File: src/ledcs_regs.vh
// register offsets, field positions, reset values and timing counts
// for the led driver control and status register logic.
// assumes a 250 mhz system clock and a frame decoder outside the block.
//
// Overview of operation
// RULE_01: host toggles watchdog bit 23 of control four within each period
// RULE_02: host writes reserved bits 22 and 21 of control four as zero
// RULE_03: frame bit 0 is odd parity; checked on writes, generated on reads
// RULE_04: off-time code decodes to 10..24, 28..40, 48..72 volt-microseconds
// RULE_05: input map: 00 off, 01 pwm dimming, 10 on, 11 direct pin
// RULE_06: boost clock code selects 100 up to 454.5 khz
// RULE_07: input window code selects 10-25, 25-40, 40-50 or 50-60 volts
// RULE_08: channel one voltage sample sits in status bits 23..16, resets zero
// RULE_09: channel two voltage sample sits in status bits 15..8, resets zero
// RULE_10: pin or register driven channel refreshes its sample while on
// RULE_11: pwm driven channel samples once per period before on-phase ends
// RULE_12: short flag one set when min on-time one rises with low voltage
// RULE_13: short flag one holds buck one off until read-and-clear
// RULE_14: limp-home auto-clears short flag one every auto-restart period
// RULE_15: short flag two set when min on-time two rises with low voltage
// RULE_16: short flag two holds buck two off until read-and-clear
// RULE_17: min on-time flag set after more than 32 short on-time cycles
// RULE_18: channel one map sits at control three bits 15..14, resets 11
// RULE_19: missed watchdog toggle moves the device into limp-home mode
// RULE_20: read-and-clear returns current values, then clears the fields
`ifndef LEDCS_REGS_VH
`define LEDCS_REGS_VH

// ==========================================================
// register offsets
`define LEDCS_ADDR_CTRL3        6'h03
`define LEDCS_ADDR_WATCHDOG     6'h04
`define LEDCS_ADDR_STATUS1      6'h05
`define LEDCS_ADDR_OFFTIME      6'h06

// ==========================================================
// field positions
`define LEDCS_MAP1_HI           15
`define LEDCS_MAP1_LO           14
`define LEDCS_MAP2_HI           13
`define LEDCS_MAP2_LO           12
`define LEDCS_BST_HI            9
`define LEDCS_BST_LO            7
`define LEDCS_WIN1_HI           5
`define LEDCS_WIN1_LO           4
`define LEDCS_WIN2_HI           3
`define LEDCS_WIN2_LO           2
`define LEDCS_WD_TOGGLE_BIT     23
`define LEDCS_WD_RSV_HI         22
`define LEDCS_WD_RSV_LO         21
`define LEDCS_OFFT_HI           4
`define LEDCS_OFFT_LO           1

// ==========================================================
// reset values
`define LEDCS_CTRL3_RST         24'h00cd80
`define LEDCS_WATCHDOG_RST      24'h000000
`define LEDCS_OFFTIME_RST       4'h0
`define LEDCS_SAMPLE_RST        8'h00

// ==========================================================
// timing
`define LEDCS_CLK_MHZ           250
`define LEDCS_WD_PERIOD_US      50000
`define LEDCS_RESTART_US        10000
`define LEDCS_MINON_LIMIT       32

`endif

File: src/ledcs_ctrl_status.v
// control and status register logic of a two-channel led driver.
// assumes decoded frames on the frm_ ports, converter results and
// pwm timing from the same clock, and raw direct input pins.
`timescale 1ns/1ps
`default_nettype none
`include "ledcs_regs.vh"

module ledcs_ctrl_status #(
    parameter integer WD_CYCLES = `LEDCS_WD_PERIOD_US * `LEDCS_CLK_MHZ,
    parameter integer RESTART_CYCLES = `LEDCS_RESTART_US * `LEDCS_CLK_MHZ,
    parameter integer MINON_LIMIT = `LEDCS_MINON_LIMIT
) (
    input  wire        clk,
    input  wire        sys_rst,
    input  wire        frm_valid,
    input  wire        frm_write,
    input  wire        frm_rc,
    input  wire [5:0]  frm_addr,
    input  wire [23:0] frm_wdata,
    output reg  [23:0] frm_rdata,
    output reg         frm_ack,
    output reg         frm_perr,
    input  wire        din1_pin,
    input  wire        din2_pin,
    input  wire        pwm1_on,
    input  wire        pwm2_on,
    input  wire        pwm1_end,
    input  wire        pwm2_end,
    input  wire        adc1_valid,
    input  wire        adc2_valid,
    input  wire [7:0]  adc1_data,
    input  wire [7:0]  adc2_data,
    input  wire        ton_short1,
    input  wire        ton_short2,
    input  wire        vled1_low,
    input  wire        vled2_low,
    output wire        buck1_en,
    output wire        buck2_en,
    output reg  [6:0]  offtime_vus,
    output reg  [12:0] boost_khz_x10,
    output reg  [5:0]  win1_lo_v,
    output reg  [5:0]  win1_hi_v,
    output reg  [5:0]  win2_lo_v,
    output reg  [5:0]  win2_hi_v,
    output reg         limp_home_mode
);

    // ==========================================================
    // decoders
    function [6:0] offt_dec;
        input [3:0] code;
        begin
            if (!code[3])
                offt_dec = 7'h0a + {3'h0, code[2:0], 1'b0}; // see RULE_04
            else if (!code[2])
                offt_dec = 7'h1c + {3'h0, code[1:0], 2'h0}; // see RULE_04
            else
                offt_dec = 7'h30 + {2'h0, code[1:0], 3'h0}; // see RULE_04
        end
    endfunction

    function [12:0] bst_dec;
        input [2:0] code;
        begin
            case (code) // see RULE_06
                3'h0: bst_dec = 13'h03e8;
                3'h1: bst_dec = 13'h05eb;
                3'h2: bst_dec = 13'h07d0;
                3'h3: bst_dec = 13'h09c4;
                3'h4: bst_dec = 13'h0bd6;
                3'h5: bst_dec = 13'h0df2;
                3'h6: bst_dec = 13'h0fa0;
                default: bst_dec = 13'h11c1;
            endcase
        end
    endfunction

    // low edge in bits 11:6, high edge in bits 5:0
    function [11:0] win_dec;
        input [1:0] code;
        begin
            case (code) // see RULE_07
                2'h0: win_dec = {6'h0a, 6'h19};
                2'h1: win_dec = {6'h19, 6'h28};
                2'h2: win_dec = {6'h28, 6'h32};
                default: win_dec = {6'h32, 6'h3c};
            endcase
        end
    endfunction

    // buck state from map code: off, pwm, on, pin
    function map_on;
        input [1:0] code;
        input       pwm;
        input       pin;
        begin
            case (code) // see RULE_05
                2'h0: map_on = 1'b0;
                2'h1: map_on = pwm;
                2'h2: map_on = 1'b1;
                default: map_on = pin;
            endcase
        end
    endfunction

    // ==========================================================
    // direct pin synchronisers
    reg  [2:0] din1_sync_q;
    reg  [2:0] din2_sync_q;
    reg        din1_q;
    reg        din2_q;

    always @(posedge clk)
    begin
        if (sys_rst)
        begin
            din1_sync_q <= 3'h0;
            din2_sync_q <= 3'h0;
            din1_q      <= 1'b0;
            din2_q      <= 1'b0;
        end
        else
        begin
            din1_sync_q <= {din1_sync_q[1:0], din1_pin};
            din2_sync_q <= {din2_sync_q[1:0], din2_pin};
            // change accepted once the last two stages agree
            if (din1_sync_q[2] == din1_sync_q[1])
                din1_q <= din1_sync_q[2];
            if (din2_sync_q[2] == din2_sync_q[1])
                din2_q <= din2_sync_q[2];
        end
    end

    // ==========================================================
    // frame decode and parity
    wire par_ok   = ^frm_wdata; // see RULE_03
    wire wr_ok    = frm_valid & frm_write & par_ok;
    wire wr_ctrl3 = wr_ok & (frm_addr == `LEDCS_ADDR_CTRL3);
    wire wr_wd    = wr_ok & (frm_addr == `LEDCS_ADDR_WATCHDOG);
    wire wr_offt  = wr_ok & (frm_addr == `LEDCS_ADDR_OFFTIME);
    wire rc_stat  = frm_valid & ~frm_write & frm_rc &
                    (frm_addr == `LEDCS_ADDR_STATUS1);

    reg  [23:0] ctrl3_q;
    reg  [23:0] wd_reg_q;
    reg  [3:0]  offt_q;
    reg  [7:0]  samp1_q;
    reg  [7:0]  samp2_q;
    reg         short1_q;
    reg         short2_q;
    reg         minon1_q;
    reg         minon2_q;
    reg  [5:0]  cnt1_q;
    reg  [5:0]  cnt2_q;
    reg  [31:0] wd_cnt_q;
    reg  [31:0] rst_cnt_q;

    wire [1:0] map1 = ctrl3_q[`LEDCS_MAP1_HI:`LEDCS_MAP1_LO]; // see RULE_18
    wire [1:0] map2 = ctrl3_q[`LEDCS_MAP2_HI:`LEDCS_MAP2_LO];

    // latched faults hold the buck off
    assign buck1_en = map_on(map1, pwm1_on, din1_q) &
                      ~short1_q & ~minon1_q; // see RULE_13
    assign buck2_en = map_on(map2, pwm2_on, din2_q) &
                      ~short2_q & ~minon2_q; // see RULE_16

    // ==========================================================
    // control registers
    always @(posedge clk)
    begin
        if (sys_rst)
        begin
            ctrl3_q  <= `LEDCS_CTRL3_RST;
            wd_reg_q <= `LEDCS_WATCHDOG_RST;
            offt_q   <= `LEDCS_OFFTIME_RST;
        end
        else
        begin
            if (wr_ctrl3)
                ctrl3_q <= frm_wdata;
            // reserved bits stored as written; host keeps them zero
            if (wr_wd)
                wd_reg_q <= frm_wdata; // see RULE_02
            if (wr_offt)
                offt_q <= frm_wdata[`LEDCS_OFFT_HI:`LEDCS_OFFT_LO];
        end
    end

    always @(posedge clk)
    begin
        if (sys_rst)
        begin
            offtime_vus   <= 7'h0a;
            boost_khz_x10 <= 13'h09c4;
            win1_lo_v     <= 6'h0a;
            win1_hi_v     <= 6'h19;
            win2_lo_v     <= 6'h0a;
            win2_hi_v     <= 6'h19;
        end
        else
        begin
            offtime_vus   <= offt_dec(offt_q);
            boost_khz_x10 <= bst_dec(
                ctrl3_q[`LEDCS_BST_HI:`LEDCS_BST_LO]);
            {win1_lo_v, win1_hi_v} <= win_dec(
                ctrl3_q[`LEDCS_WIN1_HI:`LEDCS_WIN1_LO]);
            {win2_lo_v, win2_hi_v} <= win_dec(
                ctrl3_q[`LEDCS_WIN2_HI:`LEDCS_WIN2_LO]);
        end
    end

    // ==========================================================
    // watchdog and limp-home
    wire wd_kick = wr_wd & (frm_wdata[`LEDCS_WD_TOGGLE_BIT] !=
                   wd_reg_q[`LEDCS_WD_TOGGLE_BIT]); // see RULE_01
    wire restart = limp_home_mode &
                   (rst_cnt_q == RESTART_CYCLES - 1);

    always @(posedge clk)
    begin
        if (sys_rst)
        begin
            wd_cnt_q       <= 32'h0;
            rst_cnt_q      <= 32'h0;
            limp_home_mode <= 1'b0;
        end
        else
        begin
            if (wd_kick)
            begin
                wd_cnt_q       <= 32'h0;
                limp_home_mode <= 1'b0;
            end
            else if (wd_cnt_q == WD_CYCLES - 1)
                limp_home_mode <= 1'b1; // see RULE_19
            else
                wd_cnt_q <= wd_cnt_q + 32'h1;
            // auto-restart period only runs in limp-home
            if (!limp_home_mode || restart)
                rst_cnt_q <= 32'h0;
            else
                rst_cnt_q <= rst_cnt_q + 32'h1;
        end
    end

    // ==========================================================
    // min on-time counters and fault flags
    wire [5:0] lim6   = MINON_LIMIT[5:0];
    wire       mset1  = ton_short1 & (cnt1_q == lim6) & ~minon1_q;
    wire       mset2  = ton_short2 & (cnt2_q == lim6) & ~minon2_q;

    always @(posedge clk)
    begin
        if (sys_rst)
        begin
            cnt1_q   <= 6'h0;
            cnt2_q   <= 6'h0;
            minon1_q <= 1'b0;
            minon2_q <= 1'b0;
            short1_q <= 1'b0;
            short2_q <= 1'b0;
        end
        else
        begin
            // counts survive gaps; cleared only with the flag
            if (rc_stat || (restart && minon1_q))
                cnt1_q <= 6'h0;
            else if (ton_short1 && cnt1_q != lim6)
                cnt1_q <= cnt1_q + 6'h1; // see RULE_17
            if (rc_stat)
                cnt2_q <= 6'h0;
            else if (ton_short2 && cnt2_q != lim6)
                cnt2_q <= cnt2_q + 6'h1; // see RULE_17
            // set wins over clear in every flag below
            if (mset1)
                minon1_q <= 1'b1; // see RULE_17
            else if (rc_stat || restart)
                minon1_q <= 1'b0;
            if (mset2)
                minon2_q <= 1'b1; // see RULE_17
            else if (rc_stat)
                minon2_q <= 1'b0;
            if (mset1 && vled1_low)
                short1_q <= 1'b1; // see RULE_12
            else if (rc_stat || restart)
                short1_q <= 1'b0; // see RULE_14
            if (mset2 && vled2_low)
                short2_q <= 1'b1; // see RULE_15
            else if (rc_stat)
                short2_q <= 1'b0;
        end
    end

    // ==========================================================
    // led voltage samples
    wire upd1 = (map1 == 2'h1) ? (pwm1_end & buck1_en) // see RULE_11
                               : (adc1_valid & buck1_en); // see RULE_10
    wire upd2 = (map2 == 2'h1) ? (pwm2_end & buck2_en) // see RULE_11
                               : (adc2_valid & buck2_en); // see RULE_10

    always @(posedge clk)
    begin
        if (sys_rst)
        begin
            samp1_q <= `LEDCS_SAMPLE_RST;
            samp2_q <= `LEDCS_SAMPLE_RST;
        end
        else
        begin
            if (upd1)
                samp1_q <= adc1_data; // see RULE_08
            else if (rc_stat)
                samp1_q <= `LEDCS_SAMPLE_RST;
            if (upd2)
                samp2_q <= adc2_data; // see RULE_09
            else if (rc_stat)
                samp2_q <= `LEDCS_SAMPLE_RST;
        end
    end

    // ==========================================================
    // read path; answer one cycle after the frame
    reg [23:0] rd_d;

    always @*
    begin
        rd_d = 24'h0;
        if (frm_addr == `LEDCS_ADDR_CTRL3)
            rd_d = ctrl3_q;
        else if (frm_addr == `LEDCS_ADDR_WATCHDOG)
            rd_d = {wd_reg_q[23:21], 21'h0};
        else if (frm_addr == `LEDCS_ADDR_STATUS1)
            rd_d = {samp1_q, samp2_q, short1_q, short2_q,
                    3'h0, minon1_q, minon2_q, 1'b0};
        else if (frm_addr == `LEDCS_ADDR_OFFTIME)
            rd_d = {19'h0, offt_q, 1'b0};
        rd_d[0] = ~^rd_d[23:1]; // see RULE_03
    end

    always @(posedge clk)
    begin
        if (sys_rst)
        begin
            frm_rdata <= 24'h000001;
            frm_ack   <= 1'b0;
            frm_perr  <= 1'b0;
        end
        else
        begin
            frm_ack  <= frm_valid;
            frm_perr <= frm_valid & frm_write & ~par_ok; // see RULE_03
            // pre-clear values captured here, fields clear alongside
            if (frm_valid && !frm_write)
                frm_rdata <= rd_d; // see RULE_20
        end
    end

endmodule // ledcs_ctrl_status
`default_nettype wire

File: config.mk
export PLATFORM = sky130hd
export DESIGN_NAME = ledcs_ctrl_status
export DESIGN_NICKNAME = d
export VERILOG_FILES = /design/src/ledcs_ctrl_status.v
export VERILOG_INCLUDE_DIRS = /design/src
export SDC_FILE = /design/constraint.sdc
export NUM_CORES = 1
export LEC_CHECK = 0
export ABC_AREA = 1
export BUFFER_PORTS_ARGS = -buffer_cell sky130_fd_sc_hd__buf_4
export CORE_MARGIN = 1.5
export CORE_UTILIZATION = 36
export DETAILED_ROUTE_END_ITERATION = 10
export GPL_TIMING_DRIVEN = 1
export SYNTH_ARGS = -nofsm -noshare
export SYNTH_HDL_FRONTEND = slang
export SYNTH_SLANG_ARGS = --single-unit
File: constraint.sdc
create_clock -name clk -period 5.8 [get_ports clk]
set_clock_uncertainty 0.1 [all_clocks]
set_input_delay 1.45 -clock clk [delete_from_list [all_inputs] [get_ports clk]]
set_output_delay 1.45 -clock clk [all_outputs]
set_load 0.02 [all_outputs]
==> flow_metrics.env, run 1 <==
export IMPL_min_period_over_period_pct=71.3
export IMPL_grt_pass1_wl_um=38500
export IMPL_start_util_pct=36.9
export IMPL_dieArea_mm2=0.0278
export IMPL_powerDensity_mw_per_mm2=246
export IMPL_min_path_cells=2
export IMPL_hold_buffers=0
export IMPL_syn_to_final_growth_pct=18.7
export IMPL_critPathRequiredTime_ns=4.25
export IMPL_synth_edf_count=0
export IMPL_overflow=0
export IMPL_min_delay_start="din1_sync_q[0]$_SDFF_PP0_"
export IMPL_fillCellCount=2668
export IMPL_nets=1540
export IMPL_postCtsSetupBuffers=0
export IMPL_status="complete, but fails checks"
export IMPL_async_flop_share_pct=0
export IMPL_grt_max_degree=62
export IMPL_slew_violations=0
export IMPL_htree_num_levels=4
export IMPL_hold_path_class="reg -> reg"
export IMPL_max_cap_violations=0
export IMPL_coreArea_mm2=0.0262
export IMPL_final_layout_size_suffix_gt1_share_pct=15.2
export IMPL_drtIter0Drc=481
export IMPL_slew_headroom_pct=50.5
export IMPL_hold_viol_final=0
export IMPL_critPathMaxFanout=10
export IMPL_violations="DRC"
export IMPL_yosysUniqueCellTypes=44
export IMPL_endpoint_kind="primary output"
export IMPL_crit_arrival_ns=2.59
export IMPL_cts_sinks=200
export IMPL_drc=3
export IMPL_die_x_um=167
export IMPL_setup_viol=0
export IMPL_clock_latency_ns=0.44
export IMPL_max_clock_freq_ghz=0.242
export IMPL_antenna_left=0
export IMPL_grt_pass1_vias=7813
export IMPL_rows=59
export IMPL_synth_cells=1339
export IMPL_vdd_drop_max_v=0.000164
export IMPL_ctsRootBufferMaster="clkbuf_16"
export IMPL_worstSetupStartpointType="input port"
export IMPL_holdWs_ns=0.322
export IMPL_antenna_found_initial=0
export IMPL_tns_ns=0
export IMPL_critical_path_class="in -> out"
export IMPL_via_per_inst=4.77
export IMPL_multiInputGateArea_mm2=0.00471
export IMPL_synth_seq_cells=200
export IMPL_pre_cts_slack_ns=1.70
export IMPL_path_clk_slew_ns=0.07
export IMPL_reg2reg_depth=9
export IMPL_power_leakage_nw=4.80
export IMPL_wire_per_inst_um=13.2
export IMPL_hpwl_um=17700
export IMPL_synth_area_per_cell_um2=7.22
export IMPL_stdcell_area_mm2=0.0115
export IMPL_routed_via_count=8598
export IMPL_final_seq_area_mm2=0.00400
export IMPL_first_pass_iters=8
export IMPL_fp_dieH_um=167
export IMPL_routabilityCongestion=0.860
export IMPL_worst_slew_pin_slew_ns=0.735
export IMPL_rsz0062_at_grt="no"
export IMPL_io_buffer_count=130
export IMPL_fin_ws_ns=1.66
export IMPL_layout_min_cycle_time_ns=4.14
export IMPL_yosys_warnings=0
export IMPL_grt_usage_pct=17.2
export IMPL_cts_path_max_buffers=2
export IMPL_io_pins=136
export IMPL_diodes=0
export IMPL_post_dp_cell_area_mm2=0.0109
export IMPL_cts_resized_gates=0
export IMPL_synthFlopType="dfxtp_1"
export IMPL_drt_total_wl_um=23700
export IMPL_r2r_start="rst_cnt_q[0]$_SDFF_PP0_"
export IMPL_netlist_area_mm2=0.00966
export IMPL_seq_area_frac_synth_pct=41.4
export IMPL_numCtsBuffers=17
export IMPL_startpoint="pwm1_on"
export IMPL_cts_tree="done"
export IMPL_power_mw=2.81
[metrics by stage]
| step | util, % | instances |
|---|---|---|
| after floorplan | - | 1342 |
| after global placement | 41.5 | 1771 |
| after detailed placement | 41.5 | 1771 |
| after CTS | 43.7 | 1803 |
| after global routing | 43.7 | 1803 |
| final | 43.7 | 1803 |
[logic make-up after synthesis]
logic type	after synthesis	share of synthesized area, %
DFF	200	41.4
and+or+nand+nor	685	32.1
buffers and inverters	236	10.0
AOI/OAI and AO/OA	127	7.33
adders and majority gates	22	2.85
other	2	0.0777
xor gates and xnor gates	67	6.23
[critical path, cell delays in order]
cell	delay, ns
buf_4	0.09
nand3_1	0.11
a211oi_2	0.67
buf_4	0.26
[sequential cells by signal (all words and copies together) (netlist names), 4 cells and up]
signal / count
win2_lo_v: 5
frm_rdata: 24
win1_lo_v: 5
samp2_q: 8
rst_cnt_q: 32
win2_hi_v: 6
boost_khz_x10: 11
samp1_q: 8
ctrl3_q: 23
cnt2_q: 6
offt_q: 4
wd_cnt_q: 32
cnt1_q: 6
win1_hi_v: 6
offtime_vus: 6
[routing by layer]
| metal | share of wire (%) | vias up | track usage (%) | wire [um] |
|---|---|---|---|---|
| met5 | 0 | - | 0 | 0 |
| met2 | 44 | 218 | 27.2 | 10600 |
| met1 | 48 | 3892 | 23.3 | 11500 |
| met3 | 4.9 | 37 | 3.47 | 1160 |
| li1 | - | 4451 | - | - |
| met4 | 2.2 | 0 | 5.93 | 532 |
[synth_stat cells (3+ instances only)]
library cell  number  share of area [%]
o21ai_0           33                1.7
dfxtp_1          200                 41
ha_1              22                2.8
buf_6              4               0.47
nor3_1            25                1.3
nand3_2            5               0.52
xor2_1            35                3.2
nand2_2            3               0.19
nand2_1          283                 11
xnor2_1           30                2.7
nor2_1           172                6.7
nor2_2            25                1.6
buf_2              8               0.41
o211ai_1          19                1.5
buf_4              5               0.39
o21ai_1            5               0.26
nor3b_1           12               0.93
clkbuf_1          20               0.78
nor4_1             6               0.39
inv_1            191                7.4
nand3_1          106                5.5
nor3_2             3               0.31
nand3b_1           4               0.31
or2_2              3               0.19
buf_1              3               0.12
a21oi_1           62                3.2
nand4_1           28                1.8
nor2_4             4               0.47
[power by group]
group	switching, mW	total (mW)	leakage [nW]	internal, mW
clock	0.573	1.18	0.286	0.612
sequential	0.0122	1.40	1.62	1.39
combinational	0.134	0.227	2.90	0.0930
total	0.719	2.81	4.80	2.10
[layout by cell type (no fill, tap or decap), types with 17 or more instances in the layout]
cell type and count:
nand3_1 106, nor2_2 25, xor2_1 35, nand2_1 283, nor3_1 25, xnor2_1 30, dfxtp_1 200, o21ai_0 33
ha_1 22, inv_1 191, a21oi_1 62, nand4_1 28, buf_4 136, nor2_1 171, clkbuf_16 17, o211ai_1 19
[area by class of cell]
type,instances,share of cell area (%)
clock buffers,17,3.71
clock inverters,15,1.38
inverters,194,6.35
multi-input cells,906,41.1
flip-flops and latches,200,34.9
well taps,335,3.66
repair buffers,136,8.91
[worst paths after layout]
kind,to,slack (ns)
max,buck1_en,1.66
min,din1_sync_q[1]$_SDFF_PP0_,0.32
max reg2reg,cnt1_q[1]$_SDFFE_PP0P_,3.31
min reg2reg,din1_sync_q[1]$_SDFF_PP0_,0.32
Power figures use the tool's default switching activity.
==> run 2: changes to the inputs <==
==> constraint.sdc (replaced) <==
create_clock -name clk -period 4.11 [get_ports clk]
set_clock_uncertainty 0.1 [all_clocks]
set_input_delay 1.0275 -clock clk [delete_from_list [all_inputs] [get_ports clk]]
set_output_delay 1.0275 -clock clk [all_outputs]
set_load 0.02 [all_outputs]
==> flow_metrics.env, run 2 (synthesis results as in run 1) <==
export IMPL_min_path_cells=2
export IMPL_pre_cts_slack_ns=0.837
export IMPL_critical_path_class="in -> out"
export IMPL_critPathMaxFanout=10
export IMPL_syn_to_final_growth_pct=19.1
export IMPL_rows=59
export IMPL_diodes=0
export IMPL_grt_usage_pct=17.2
export IMPL_power_leakage_nw=4.81
export IMPL_grt_max_degree=62
export IMPL_drtIter0Drc=551
export IMPL_hold_buffers=0
export IMPL_mostFrequentLayoutCell="nand2_1"
export IMPL_routabilityCongestion=0.849
export IMPL_min_period_over_period_pct=75.5
export IMPL_die_x_um=167
export IMPL_postCtsSetupBuffers=0
export IMPL_powerDensity_mw_per_mm2=343
export IMPL_wire_per_inst_um=13.0
export IMPL_drt_total_wl_um=23500
export IMPL_worst_slew_pin_slew_ns=0.661
export IMPL_r2r_end="cnt1_q[0]$_SDFFE_PP0P_"
export IMPL_min_to="din2_sync_q[1]$_SDFF_PP0_"
export IMPL_antenna_found_initial=0
export IMPL_cts_path_max_buffers=2
export IMPL_drc=3
export IMPL_reg_top3="rst_cnt_q: 32 flops, wd_cnt_q: 32 flops, frm_rdata: 24 flops"
export IMPL_endpoint_kind="primary output"
export IMPL_final_layout_size_suffix_gt1_share_pct=15.4
export IMPL_start_util_pct=36.9
export IMPL_final_cell_mix="283 x nand2_1, 200 x dfxtp_1, 191 x inv_1, 171 x nor2_1, 140 x buf_4"
export IMPL_crit_chain="buf_4, nand3_1, a211oi_2, buf_4"
export IMPL_io_pins=136
export IMPL_r2r_start="rst_cnt_q[0]$_SDFF_PP0_"
export IMPL_crit_arrival_ns=1.98
export IMPL_vdd_drop_max_v=0.000239
export IMPL_slowest_stage="a211oi_2"
export IMPL_via_per_inst=4.71
export IMPL_hold_path_class="reg -> reg"
export IMPL_hold_viol_final=0
export IMPL_status="complete, but fails checks"
export IMPL_fin_ws_ns=1.01
export IMPL_clock_latency_ns=0.43
export IMPL_numCtsBuffers=17
export IMPL_overflow=0
export IMPL_slew_violations=0
export IMPL_critPathRequiredTime_ns=2.98
export IMPL_grt_pass1_wl_um=38800
export IMPL_fp_dieH_um=167
export IMPL_cts_tree="done"
export IMPL_layout_min_cycle_time_ns=3.10
export IMPL_ctsRootBufferMaster="clkbuf_16"
export IMPL_max_cap_violations=0
export IMPL_path_clk_slew_ns=0.07
export IMPL_htree_num_levels=4
export IMPL_utilization_pct=43.9
export IMPL_cts_sinks=200
export IMPL_antenna_left=0
export IMPL_rsz0062_at_grt="no"
export IMPL_slew_headroom_pct=55.5
export IMPL_grt_pass1_vias=7978
export IMPL_crit_top_cell="buf_4"
export IMPL_setup_viol=0
export IMPL_min_delay_start="din2_sync_q[0]$_SDFF_PP0_"
export IMPL_reg2reg_slack_ns=1.58
export IMPL_cts_resized_gates=0
export IMPL_critPathMaxStageDelay_ns=0.53
export IMPL_violations="DRC"
export IMPL_reg2reg_depth=9
export IMPL_worstSetupStartpointType="input port"
export IMPL_first_pass_iters=8
export IMPL_hpwl_um=17700
export IMPL_routed_via_count=8520
export IMPL_coreArea_mm2=0.0262
export IMPL_nets=1545
export IMPL_io_buffer_count=130
export IMPL_tns_ns=0
export IMPL_max_clock_freq_ghz=0.322
export IMPL_dieArea_mm2=0.0278
[run 2: through the flow]
step / hold WS, ns / power (mW) / cell area, um^2 / cells
global route: 0.340 / 4.12 / 11500 / 1808
floorplan: 0.288 / 2.23 / 9670 / 1342
finish: 0.315 / 3.95 / 11500 / 1808
CTS: 0.319 / 4.00 / 11500 / 1808
global placement: 0.302 / 2.35 / 10900 / 1776
detailed placement: 0.301 / 2.35 / 10900 / 1776
[run 2: worst max path at each step]
stage | startpoint | to | slack [ns] | cells after the start
global route | pwm2_on | buck2_en | 0.92 | 4
finish | pwm2_on | buck2_en | 1.01 | 4
global placement | frm_wdata[12] | wd_cnt_q[5]$_SDFFE_PP0P_ | 0.88 | 12
floorplan | pwm2_on | buck2_en | 1.24 | 2
CTS | pwm2_on | buck2_en | 1.01 | 4
detailed placement | frm_wdata[12] | wd_cnt_q[31]$_SDFFE_PP0P_ | 0.84 | 12
[run 2: final cells by class]
| type | instances | area (um^2) |
|---|---|---|
| clock inverter | 13 | 133 |
| sequential | 200 | 4000 |
| tap | 335 | 419 |
| fill | 2704 | 14700 |
| inverter | 194 | 728 |
| clock buffer | 19 | 443 |
| multi-input combinational | 906 | 4710 |
| timing repair buffer | 141 | 1070 |
[run 2: power by group]
part / total (mW) / switching (mW) / internal, mW / leakage (nW)
Clock: 1.65 / 0.777 / 0.870 / 0.270
Sequential: 1.98 / 0.0166 / 1.96 / 1.62
Combinational: 0.326 / 0.191 / 0.135 / 2.93
Total: 3.95 / 0.985 / 2.97 / 4.81
[run 2: critical path: cells and delay by family]
family / cells / cell delay, ns
buf+inv: 2 / 0.32
compound gates: 1 / 0.53
simple gates: 1 / 0.09
[run 2: per-layer routing]
metal | GRT usage (%) | vias up | routed length [um] | part of all wire [%]
met5 | 0 | - | 0 | 0
met4 | 5.38 | 0 | 488 | 2.1
met3 | 3.54 | 26 | 1070 | 4.5
met2 | 27.5 | 194 | 10600 | 45
met1 | 23.2 | 3848 | 11400 | 49
li1 | - | 4452 | - | -
